## src/design/alzm_pkg.sv

```systemverilog
//------------------------------------------------------------
// Operation
// (RQ1) zone output high while position lies between lower and upper bound
// (RQ2) zone output driven only for io pattern 0, 4 or 5
// (RQ3) second zone bound pair accepted but never compared
// (RQ4) positive and negative soft limits held, 0.01 mm units
// (RQ5) soft-limit-over error when position leaves soft-limit range
// (RQ6) error suppressed until position passes a limit by more than margin
// (RQ7) software places soft limits 0.3 mm outside effective travel
// (RQ8) parameters applied only at restart; software restarts after each change
// (RQ9) home direction from setting, reversal refused for rod actuators
// (RQ10) home position shifted by home offset from mechanical end
// (RQ11) move commands level-sensitive at 0, edge-triggered at 1
// (RQ12) completion output is positioning complete at 0, in position at 1
// (RQ13) home-return input honoured at 0, ignored at 1
// (RQ14) operating-mode input honoured at 0, ignored at 1
// (RQ15) enable function used only at 0, default 1 disables
// (RQ16) home check sensor normally open at 0, normally closed at 1
// (RQ17) speed override percent held, default 100
// (RQ18) three servo-off delays in seconds held, default 0
// (RQ19) load judgment time in ms held, default 0
// (RQ20) torque check range performed at 0, skipped at 1
// (RQ21) standstill mode defaults to 0, power saving disabled
// (RQ22) actual speed is table speed times override divided by 100
// (RQ23) standstill mode 1..3 selects servo-off delay 1..3
// (RQ24) compare once per control cycle, boundaries count as inside
// (RQ25) soft-limit error latched until reset and blocks motion
//------------------------------------------------------------
package alzm_pkg;
	localparam int          POS_W        = 32;
	localparam int          SPD_W        = 16;
	localparam int          DLY_W        = 16;
	localparam logic [3:0]  PAT_STANDARD = 4'h0;
	localparam logic [3:0]  PAT_SEVEN    = 4'h4;
	localparam logic [3:0]  PAT_THREE    = 4'h5;
	localparam logic [7:0]  OVR_RST      = 8'h64;
	localparam logic [7:0]  OVR_DIV      = 8'h64;
	localparam logic [15:0] DLY_RST      = 16'h0000;
	localparam logic [1:0]  STILL_RST    = 2'h0;
	localparam logic        ENABLE_FUNCTION_SELECT_RST     = 1'b1;
	localparam real         CLK_MHZ      = 125.0;
	localparam real         CTRL_US      = 1.0;
	localparam int          CTRL_CYC     = int'(CTRL_US * CLK_MHZ);
	localparam real         MS_US        = 1000.0;
	localparam int          MS_CYC       = int'(MS_US * CLK_MHZ);
	localparam int          SEC_MS       = 1000;
	typedef enum logic [1:0] {
		ALZM_ST_BOOT = 2'b00,
		ALZM_ST_RUN  = 2'b01,
		ALZM_ST_ERR  = 2'b10
	} alzm_state_t;
endpackage

```

## src/design/alzm_param_hold.sv

```systemverilog
`timescale 1ns/10ps
`default_nettype none
// snapshot register set: captured once at restart
module alzm_param_hold #(
	parameter int W = 32
) (
	// clock and reset
	input  wire logic         core_clk,
	input  wire logic         rst_b,
	// capture
	input  wire logic         load,
	input  wire logic [W-1:0] d,
	input  wire logic [W-1:0] rst_val,
	output logic      [W-1:0] q
);
	logic         loaded_ff;
	logic [W-1:0] q_ff;
	always_ff @(posedge core_clk or negedge rst_b) begin
		if (!rst_b) begin
			loaded_ff <= 1'b0;
			q_ff      <= '0;
		end else if (load) begin
			loaded_ff <= 1'b1;
			q_ff      <= d;
		end
	end
	// until first capture the default value is shown
	assign q = loaded_ff ? q_ff : rst_val;
endmodule
`default_nettype wire

```

## src/design/alzm_top.sv

```systemverilog
`timescale 1ns/10ps
`default_nettype none
module alzm_top #(
	parameter int POS_W    = alzm_pkg::POS_W,
	parameter int CTRL_CYC = alzm_pkg::CTRL_CYC,
	parameter int MS_CYC   = alzm_pkg::MS_CYC
) (
	// clock and reset
	input  wire logic                    core_clk,
	input  wire logic                    rst_b,
	// restart request (software reset)
	input  wire logic                    restart,
	// position feedback
	input  wire logic signed [POS_W-1:0] cur_pos,
	input  wire logic                    pos_done,
	input  wire logic                    pos_in_band,
	// zone settings
	input  wire logic signed [POS_W-1:0] zone_upper_bound,
	input  wire logic signed [POS_W-1:0] zone_lower_bound,
	input  wire logic signed [POS_W-1:0] zone2_upper_bound,
	input  wire logic signed [POS_W-1:0] zone2_lower_bound,
	input  wire logic [3:0]              io_pattern_select,
	// limit settings
	input  wire logic signed [POS_W-1:0] soft_limit_pos,
	input  wire logic signed [POS_W-1:0] soft_limit_neg,
	input  wire logic [POS_W-2:0]        limit_tolerance_margin,
	// home settings
	input  wire logic                    home_direction,
	input  wire logic                    rod_actuator,
	input  wire logic signed [POS_W-1:0] home_offset,
	input  wire logic                    home_check_polarity,
	// interface settings
	input  wire logic                    io_function_select,
	input  wire logic                    complete_mode_select,
	input  wire logic                    home_input_disable,
	input  wire logic                    mode_input_disable,
	input  wire logic                    enable_function_select,
	input  wire logic [7:0]              speed_override_pct,
	input  wire logic [15:0]             servo_off_delay_1,
	input  wire logic [15:0]             servo_off_delay_2,
	input  wire logic [15:0]             servo_off_delay_3,
	input  wire logic [15:0]             load_judge_time,
	input  wire logic                    torque_check_select,
	input  wire logic [1:0]              standstill_mode_default,
	// controller inputs
	input  wire logic                    move_cmd,
	input  wire logic                    home_req_in,
	input  wire logic                    op_mode_in,
	input  wire logic                    enable_in,
	input  wire logic                    home_sensor_in,
	input  wire logic [15:0]             table_speed,
	// outputs
	output logic                         zone_output,
	output logic                         soft_limit_err,
	output logic                         move_go,
	output logic                         completion_out,
	output logic                         home_go,
	output logic                         home_dir_out,
	output logic signed [POS_W-1:0]      home_pos_out,
	output logic                         op_mode_out,
	output logic                         enable_ok,
	output logic                         home_sensed,
	output logic                         torque_check_on,
	output logic [15:0]                  actual_speed,
	output logic                         servo_off,
	output logic [15:0]                  load_judge_ms
);
	localparam int PW = 5 * POS_W + 4 + 8 + 2 + 10;
	//------------------------------------------------------------
	// parameter capture
	//------------------------------------------------------------
	alzm_pkg::alzm_state_t st_ff;
	logic        cap;
	logic [PW-1:0] live, held, dflt;
	logic signed [POS_W-1:0] zu, zl, lp, ln, ho;
	logic [3:0]  pat;
	logic [7:0]  ovr;
	logic [1:0]  still;
	logic        hdir, cmd_edge, cmpl_sel, hdis, mdis, ensel, hpol, tsel, rod;
	logic [47:0] dly_live, dly_held;
	logic [POS_W-2:0] marg_held;
	logic [15:0] ldj;

	assign cap = (st_ff == alzm_pkg::ALZM_ST_BOOT); // RQ8
	// RQ3: second zone pair intentionally not captured
	assign live = {zone_upper_bound, zone_lower_bound, soft_limit_pos, soft_limit_neg, home_offset,
		io_pattern_select, speed_override_pct, standstill_mode_default, home_direction,
		io_function_select, complete_mode_select, home_input_disable, mode_input_disable,
		enable_function_select, home_check_polarity, torque_check_select, rod_actuator, 1'b0};
	assign dflt = {{(5*POS_W){1'b0}}, alzm_pkg::PAT_STANDARD, alzm_pkg::OVR_RST, alzm_pkg::STILL_RST,
		1'b0, 1'b0, 1'b0, 1'b0, 1'b0, alzm_pkg::ENABLE_FUNCTION_SELECT_RST, 1'b0, 1'b0, 1'b0, 1'b0};
	alzm_param_hold #(.W(PW)) u_set (
		.core_clk(core_clk), .rst_b(rst_b), .load(cap), .d(live), .rst_val(dflt), .q(held)
	); // RQ4
	assign dly_live = {servo_off_delay_1, servo_off_delay_2, servo_off_delay_3};
	alzm_param_hold #(.W(48)) u_dly (
		.core_clk(core_clk), .rst_b(rst_b), .load(cap), .d(dly_live),
		.rst_val({3{alzm_pkg::DLY_RST}}), .q(dly_held)
	); // RQ18
	alzm_param_hold #(.W(POS_W-1)) u_mrg (
		.core_clk(core_clk), .rst_b(rst_b), .load(cap), .d(limit_tolerance_margin),
		.rst_val('0), .q(marg_held)
	); // RQ6
	alzm_param_hold #(.W(16)) u_ldj (
		.core_clk(core_clk), .rst_b(rst_b), .load(cap), .d(load_judge_time),
		.rst_val(alzm_pkg::DLY_RST), .q(ldj)
	); // RQ19
	assign {zu, zl, lp, ln, ho, pat, ovr, still, hdir, cmd_edge, cmpl_sel, hdis, mdis,
		ensel, hpol, tsel, rod} = held[PW-1:1];

	//------------------------------------------------------------
	// state: boot captures, restart returns to boot
	//------------------------------------------------------------
	logic lim_over;
	always_ff @(posedge core_clk or negedge rst_b) begin
		if (!rst_b) begin
			st_ff <= alzm_pkg::ALZM_ST_BOOT;
		end else begin
			case (st_ff)
				alzm_pkg::ALZM_ST_BOOT: st_ff <= alzm_pkg::ALZM_ST_RUN;
				alzm_pkg::ALZM_ST_RUN: begin
					if (restart) st_ff <= alzm_pkg::ALZM_ST_BOOT; // RQ8
					else if (lim_over) st_ff <= alzm_pkg::ALZM_ST_ERR; // RQ25
				end
				alzm_pkg::ALZM_ST_ERR: if (restart) st_ff <= alzm_pkg::ALZM_ST_BOOT;
				default: st_ff <= alzm_pkg::ALZM_ST_BOOT;
			endcase
		end
	end

	//------------------------------------------------------------
	// control cycle tick and comparisons
	//------------------------------------------------------------
	logic [15:0] tick_ff;
	logic        tick;
	assign tick = (tick_ff == 16'(CTRL_CYC - 1));
	always_ff @(posedge core_clk or negedge rst_b) begin
		if (!rst_b) tick_ff <= 16'h0000;
		else if (tick) tick_ff <= 16'h0000;
		else tick_ff <= tick_ff + 16'h0001;
	end

	logic signed [POS_W:0] lim_hi, lim_lo, pos_x;
	logic in_zone, pat_ok, zone_ff, err_ff;
	assign lim_hi = {lp[POS_W-1], lp} + {2'b00, marg_held}; // RQ6
	assign lim_lo = {ln[POS_W-1], ln} - {2'b00, marg_held};
	// a bare concatenation is unsigned; the signed copy keeps negative positions in order
	assign pos_x = {cur_pos[POS_W-1], cur_pos};
	assign lim_over = tick && ((pos_x > lim_hi) || (pos_x < lim_lo)); // RQ5 RQ24
	assign in_zone = (cur_pos >= zl) && (cur_pos <= zu); // RQ1 RQ24
	assign pat_ok = (pat == alzm_pkg::PAT_STANDARD) || (pat == alzm_pkg::PAT_SEVEN) ||
		(pat == alzm_pkg::PAT_THREE); // RQ2
	always_ff @(posedge core_clk or negedge rst_b) begin
		if (!rst_b) zone_ff <= 1'b0;
		else if (tick) zone_ff <= in_zone && pat_ok && (st_ff != alzm_pkg::ALZM_ST_BOOT); // RQ1 RQ2
	end
	always_ff @(posedge core_clk or negedge rst_b) begin
		if (!rst_b) err_ff <= 1'b0;
		else if (st_ff == alzm_pkg::ALZM_ST_BOOT) err_ff <= 1'b0;
		else if (lim_over) err_ff <= 1'b1; // RQ25
	end
	assign zone_output    = zone_ff;
	assign soft_limit_err = err_ff;

	//------------------------------------------------------------
	// controller inputs
	//------------------------------------------------------------
	logic cmd_d_ff, go_ff, cmpl_ff, hgo_ff, hsens_ff, mode_ff;
	always_ff @(posedge core_clk or negedge rst_b) begin
		if (!rst_b) cmd_d_ff <= 1'b0;
		else cmd_d_ff <= move_cmd;
	end
	// edge mode gives a one-cycle start pulse; level mode follows the input
	always_ff @(posedge core_clk or negedge rst_b) begin
		if (!rst_b) go_ff <= 1'b0;
		else if (st_ff != alzm_pkg::ALZM_ST_RUN || enable_ok == 1'b0) go_ff <= 1'b0; // RQ25
		else go_ff <= cmd_edge ? (move_cmd && !cmd_d_ff) : move_cmd; // RQ11
	end
	always_ff @(posedge core_clk or negedge rst_b) begin
		if (!rst_b) cmpl_ff <= 1'b0;
		else cmpl_ff <= cmpl_sel ? pos_in_band : pos_done; // RQ12
	end
	always_ff @(posedge core_clk or negedge rst_b) begin
		if (!rst_b) hgo_ff <= 1'b0;
		else hgo_ff <= !hdis && home_req_in && (st_ff == alzm_pkg::ALZM_ST_RUN); // RQ13 RQ25
	end
	always_ff @(posedge core_clk or negedge rst_b) begin
		if (!rst_b) mode_ff <= 1'b0;
		else mode_ff <= mdis ? 1'b0 : op_mode_in; // RQ14
	end
	always_ff @(posedge core_clk or negedge rst_b) begin
		if (!rst_b) hsens_ff <= 1'b0;
		else hsens_ff <= hpol ? !home_sensor_in : home_sensor_in; // RQ16
	end
	assign move_go         = go_ff;
	assign completion_out  = cmpl_ff;
	assign home_go         = hgo_ff;
	assign op_mode_out     = mode_ff;
	assign home_sensed     = hsens_ff;
	assign enable_ok       = ensel ? 1'b1 : enable_in; // RQ15
	assign torque_check_on = !tsel; // RQ20
	// rod actuators keep the forward direction regardless of the setting
	assign home_dir_out    = rod ? 1'b0 : hdir; // RQ9
	assign home_pos_out    = ho; // RQ10
	assign load_judge_ms   = ldj;

	//------------------------------------------------------------
	// override speed
	//------------------------------------------------------------
	logic [23:0] spd_prod;
	logic [15:0] spd_ff;
	assign spd_prod = table_speed * ovr; // RQ17
	always_ff @(posedge core_clk or negedge rst_b) begin
		if (!rst_b) spd_ff <= 16'h0000;
		else spd_ff <= 16'(spd_prod / 24'(alzm_pkg::OVR_DIV)); // RQ22
	end
	assign actual_speed = spd_ff;

	//------------------------------------------------------------
	// automatic servo-off timer
	//------------------------------------------------------------
	logic [15:0] dsel;
	logic [31:0] ms_ff;
	logic [31:0] ms_cnt_ff;
	logic        soff_ff;
	always_comb begin
		case (still) // RQ21 RQ23
			2'h1:    dsel = dly_held[47:32];
			2'h2:    dsel = dly_held[31:16];
			2'h3:    dsel = dly_held[15:0];
			default: dsel = 16'h0000;
		endcase
	end
	always_ff @(posedge core_clk or negedge rst_b) begin
		if (!rst_b) ms_cnt_ff <= 32'h0;
		else if (!pos_done || ms_cnt_ff == 32'(MS_CYC - 1)) ms_cnt_ff <= 32'h0;
		else ms_cnt_ff <= ms_cnt_ff + 32'h1;
	end
	always_ff @(posedge core_clk or negedge rst_b) begin
		if (!rst_b) ms_ff <= 32'h0;
		else if (!pos_done) ms_ff <= 32'h0;
		else if (ms_cnt_ff == 32'(MS_CYC - 1) && ms_ff != 32'hFFFFFFFF) ms_ff <= ms_ff + 32'h1;
	end
	always_ff @(posedge core_clk or negedge rst_b) begin
		if (!rst_b) soff_ff <= 1'b0;
		else soff_ff <= pos_done && (still != 2'h0) &&
			(ms_ff >= 32'(dsel) * 32'(alzm_pkg::SEC_MS)); // RQ23
	end
	assign servo_off = soff_ff;

	//------------------------------------------------------------
	// checks
	//------------------------------------------------------------
	// only the boot cycle after a restart may clear the error
	a_err_latch: assert property (@(posedge core_clk) disable iff (!rst_b)
		err_ff && st_ff != alzm_pkg::ALZM_ST_BOOT |=> err_ff) else $error("limit error dropped"); // RQ25
	a_err_set: assert property (@(posedge core_clk) disable iff (!rst_b)
		lim_over && st_ff == alzm_pkg::ALZM_ST_RUN |=> err_ff) else $error("limit error missed"); // RQ5
	a_err_nomove: assert property (@(posedge core_clk) disable iff (!rst_b)
		err_ff |=> !move_go) else $error("motion during error"); // RQ25
	a_zone_pat: assert property (@(posedge core_clk) disable iff (!rst_b)
		!pat_ok && tick |=> !zone_output) else $error("zone out with bad pattern"); // RQ2
	a_zone_in: assert property (@(posedge core_clk) disable iff (!rst_b)
		tick && in_zone && pat_ok && st_ff == alzm_pkg::ALZM_ST_RUN |=> zone_output)
		else $error("zone out missing"); // RQ1
	a_edge_pulse: assert property (@(posedge core_clk) disable iff (!rst_b)
		cmd_edge && move_go |=> !move_go) else $error("edge mode held"); // RQ11
	a_home_dis: assert property (@(posedge core_clk) disable iff (!rst_b)
		hdis |=> !home_go) else $error("home input not ignored"); // RQ13
	a_cmpl_mode: assert property (@(posedge core_clk) disable iff (!rst_b)
		cmpl_sel && !$stable(cmpl_sel) == 1'b0 |=> completion_out == $past(pos_in_band))
		else $error("completion source wrong"); // RQ12
	a_cmpl_done: assert property (@(posedge core_clk) disable iff (!rst_b)
		!cmpl_sel |=> completion_out == $past(pos_done)) else $error("complete source wrong"); // RQ12
	a_enable_gate: assert property (@(posedge core_clk) disable iff (!rst_b)
		!enable_ok |=> !move_go) else $error("motion without enable"); // RQ15
	a_go_level: assert property (@(posedge core_clk) disable iff (!rst_b)
		!cmd_edge && st_ff == alzm_pkg::ALZM_ST_RUN && enable_ok && move_cmd |=> move_go)
		else $error("level command lost"); // RQ11
	a_home_go: assert property (@(posedge core_clk) disable iff (!rst_b)
		!hdis && home_req_in && st_ff == alzm_pkg::ALZM_ST_RUN |=> home_go) else $error("home input lost"); // RQ13
	a_mode_dis: assert property (@(posedge core_clk) disable iff (!rst_b)
		mdis |=> !op_mode_out) else $error("mode input not ignored"); // RQ14
	a_lim_quiet: assert property (@(posedge core_clk) disable iff (!rst_b)
		tick && !lim_over && !err_ff && st_ff == alzm_pkg::ALZM_ST_RUN |=> !err_ff)
		else $error("limit error inside margin"); // RQ6
	a_err_boot: assert property (@(posedge core_clk) disable iff (!rst_b)
		st_ff == alzm_pkg::ALZM_ST_BOOT |=> !soft_limit_err) else $error("error kept over restart"); // RQ8
	a_zone_boot: assert property (@(posedge core_clk) disable iff (!rst_b)
		st_ff == alzm_pkg::ALZM_ST_BOOT && tick |=> !zone_output) else $error("zone out during boot"); // RQ8
	a_still_off: assert property (@(posedge core_clk) disable iff (!rst_b)
		still == 2'h0 |=> !servo_off) else $error("servo off while disabled"); // RQ21
	a_soff_wait: assert property (@(posedge core_clk) disable iff (!rst_b)
		servo_off |-> $past(pos_done)) else $error("servo off before completion"); // RQ23

	//------------------------------------------------------------
	// coverage
	//------------------------------------------------------------
	c_zone: cover property (@(posedge core_clk) disable iff (!rst_b) $rose(zone_output));
	c_err: cover property (@(posedge core_clk) disable iff (!rst_b) $rose(soft_limit_err));
	c_soff: cover property (@(posedge core_clk) disable iff (!rst_b) $rose(servo_off));
	c_pulse: cover property (@(posedge core_clk) disable iff (!rst_b) cmd_edge && $rose(move_go));
	c_home: cover property (@(posedge core_clk) disable iff (!rst_b) $rose(home_go));
endmodule
`default_nettype wire

```

## config.mk

```make
export PLATFORM = sky130hd
export DESIGN_NAME = alzm_top
export DESIGN_NICKNAME = d
export VERILOG_FILES = /design/src/design/alzm_pkg.sv /design/src/design/alzm_param_hold.sv /design/src/design/alzm_top.sv
export SDC_FILE = /design/constraint.sdc
export NUM_CORES = 1
export LEC_CHECK = 0
export ABC_AREA = 1
export BUFFER_PORTS_ARGS = -buffer_cell sky130_fd_sc_hd__buf_2
export CAP_MARGIN = 10
export CORE_ASPECT_RATIO = 0.8
export CORE_MARGIN = 2
export CORE_UTILIZATION = 60
export CTS_CLUSTER_DIAMETER = 50
export DETAILED_ROUTE_END_ITERATION = 16
export GPL_TIMING_DRIVEN = 0
export PLACE_DENSITY = 0.82
export SLEW_MARGIN = 20
export SYNTH_ARGS = -nofsm -noshare
export SYNTH_HDL_FRONTEND = slang
export SYNTH_HIERARCHICAL = 1
export SYNTH_SLANG_ARGS = --single-unit
```

## constraint.sdc

```tcl
create_clock -name core_clk -period 14.8 [get_ports core_clk]
set_clock_uncertainty 0.05 [all_clocks]
set_input_delay 0.74 -clock core_clk [delete_from_list [all_inputs] [get_ports core_clk]]
set_output_delay 0.74 -clock core_clk [all_outputs]
set_load 0.02 [all_outputs]
```

==> results.cfg <==
[setup_path]
r2r_setup_slack_ns = 1.36
worstPathRequired_ns = 15.23
worstSetupPathType = reg -> reg
start_kind = flip-flop
critical_path.reg2reg.endpoint = actual_speed[0]$_DFF_PN0_
crit_end = actual_speed[0]$_DFF_PN0_
data_arrival_time_at_the_worst_slack_endpoint_ns = 13.86
critical_path.startpoint = u_set/loaded_ff$_DFFE_PN0P_
critical_path.reg2reg.startpoint = u_set/loaded_ff$_DFFE_PN0P_
rr_worst_depth = 106
path_common_cell = sky130_fd_sc_hd__nand2_1
critical_path.slowest_cell = sky130_fd_sc_hd__fa_1
timing.critical_path.fanout_max = 10
worstSetupEndpointType = flip-flop
worst_path_max_stage_delay_ns = 0.56

[drt]
routed_wirelength_um = 97800
first_iter_violations = 2935
wire_per_inst_um = 14.7
drt_drc_violations_left = 0
antenna_left = 0
post_drt_via_cell_ratio = 5.14
detail_route.first_pass.iterations = 7
dr_total_vias = 34170

[sta]
maximum_achievable_frequency_mhz = 74.4
final.setup.tns_ns = 0
maxSlewHeadroom_pct = 44.8
timing.final.setup_violations = 0
final.period_utilization_pct = 90.8
timing_worst_slew_pin_value_ns = 0.823
finalMaxSlewViolations = 0
worst_slack_ns = 1.36
finalHoldViolations = 0
timing.final.crit_period_ns = 13.44

[layout]
drive_above_1_share_pct = 14.2
design.final.nets = 6671
area_growth_pct = 16.0
fin_util_pct = 70.2
finalInstanceArea_um2 = 41700

[run_status]
result_of_the_run = finished, final reports clean

[synthesis]
synthesis.area_per_instance_um2 = 7.05
syn_area_um2 = 35900
ys.warnings.count = 6
synth_cells = 5094

[cts]
clk_latency_ns = 0.61
post-cts-setup-buffer-count = 0
htree_levels = 2
cts.sink_count = 389
clk_path_buf_depth = 3
ctsRootBufferMaster = sky130_fd_sc_hd__clkbuf_16
cts.reportedPaths.clkPinSlew_ns = 0.06
cts_tree = built
tritoncts.num_buffers = 46

[placed_design]
io_buffer_count = 394
detailed_place.area_um2 = 40000
dp_hpwl_um = 78400
globalplace.congestion = 0.948
dp_worst_setup_slack_ns = 1.15

[global_route]
globalRouteOverflowTotal = 0
grt_pass1_vias = 32171
antenna_found_initial = 22
grt_max_degree = 99
wire_length_of_the_first_global_routing_pass_um = 159000
globalRouteTotalUtil_pct = 31.5

[job]
maxCapViolations = 0

[die]
floorplan.rows = 80
die_w_um = 278
floorplan.io_pins = 475
design.die.area_um2 = 61800
floorplan.die.height_um = 223
floorplan.initialDensity_pct = 60.5
core_region_area_um2 = 59400

[min_path]
hp-class = in -> async
what timing repair did:
item	CTS	global route
hold buffers	0	0
setup endpoints to repair	0	2
endpoints found under the hold margin	0	0
gates resized for setup	0	15
how the worst min path moves through the flow:
stage,to,depth (start not counted)
floorplan,move_go$_DFF_PN0_,1
global placement,move_go$_DFF_PN0_,1
detailed placement,move_go$_DFF_PN0_,1
CTS,u_set/q_ff[51]$_DFFE_PN0P_,1
global route,u_set/q_ff[51]$_DFFE_PN0P_,1
finish,u_set/q_ff[47]$_DFFE_PN0P_,1
cells in the final DEF, fill, tap and decap left out, types with 21 or more instances in the layout:
cell,instances
sky130_fd_sc_hd__nand2_1,2256
sky130_fd_sc_hd__inv_1,568
sky130_fd_sc_hd__buf_2,451
sky130_fd_sc_hd__dfrtp_1,389
sky130_fd_sc_hd__ha_1,315
sky130_fd_sc_hd__conb_1,278
sky130_fd_sc_hd__a21oi_1,232
sky130_fd_sc_hd__nor2_1,189
sky130_fd_sc_hd__fa_1,140
sky130_fd_sc_hd__nand3_1,131
sky130_fd_sc_hd__o21ai_0,96
sky130_fd_sc_hd__xor2_1,88
sky130_fd_sc_hd__nand2_2,75
sky130_fd_sc_hd__nand4_1,62
sky130_fd_sc_hd__nor3_1,50
sky130_fd_sc_hd__nand2_4,48
sky130_fd_sc_hd__clkbuf_16,47
sky130_fd_sc_hd__clkbuf_1,41
sky130_fd_sc_hd__buf_6,37
sky130_fd_sc_hd__xnor2_1,32
sky130_fd_sc_hd__nor4_1,25
sky130_fd_sc_hd__inv_2,22
sky130_fd_sc_hd__a211oi_1,21
sky130_fd_sc_hd__buf_4,21
sequential cells by signal, summed over array words and instances, names as in the netlist, 2 cells and up:
register,flops
u_set/q_ff,183
u_dly/q_ff,48
ms_cnt_ff,32
ms_ff,32
u_mrg/q_ff,31
actual_speed,16
tick_ff,16
u_ldj/q_ff,16
st_ff,2
routing by layer:
metal,part of all wire [%],track usage (%),wire length [um],up-vias
met3,7.9,5.50,7730,175
met1,46,45.2,44600,15775
li1,-,-,-,17127
met4,2.7,9.08,2680,12
met2,44,49.0,42600,1081
met5,0.088,0,86,-
per-stage QoR:
step                hold slack [ns]  instances
finish                       0.0177       6645
global route                 0.0472       6640
CTS                          0.0173       6631
detailed placement            0.361       6548
global placement              0.356       6543
floorplan                     0.346       5370
worst max-delay path: cells and delay by family (launching register included):
kind,cells,cell delay [ns]
and+or+nand+nor,89,8.81
adders and majority gates,5,2.43
buffers and inverters,11,1.53
DFF,1,0.36
AOI/OAI and AO/OA,1,0.08
final cells by class:
class / instances / area, um^2
Sequential cell: 389 / 9730
Buffer: 157 / 1060
Antenna cell: 15 / 37.5
Clock buffer: 64 / 1310
Tap cell: 779 / 975
Multi-Input combinational cell: 4221 / 23900
Clock inverter: 19 / 270
Inverter: 602 / 2300
Fill cell: 5029 / 17700
Timing Repair Buffer: 399 / 2110
Power is not shown: default switching activity piles up to over one toggle a cycle in this logic, so the estimate is an artifact.
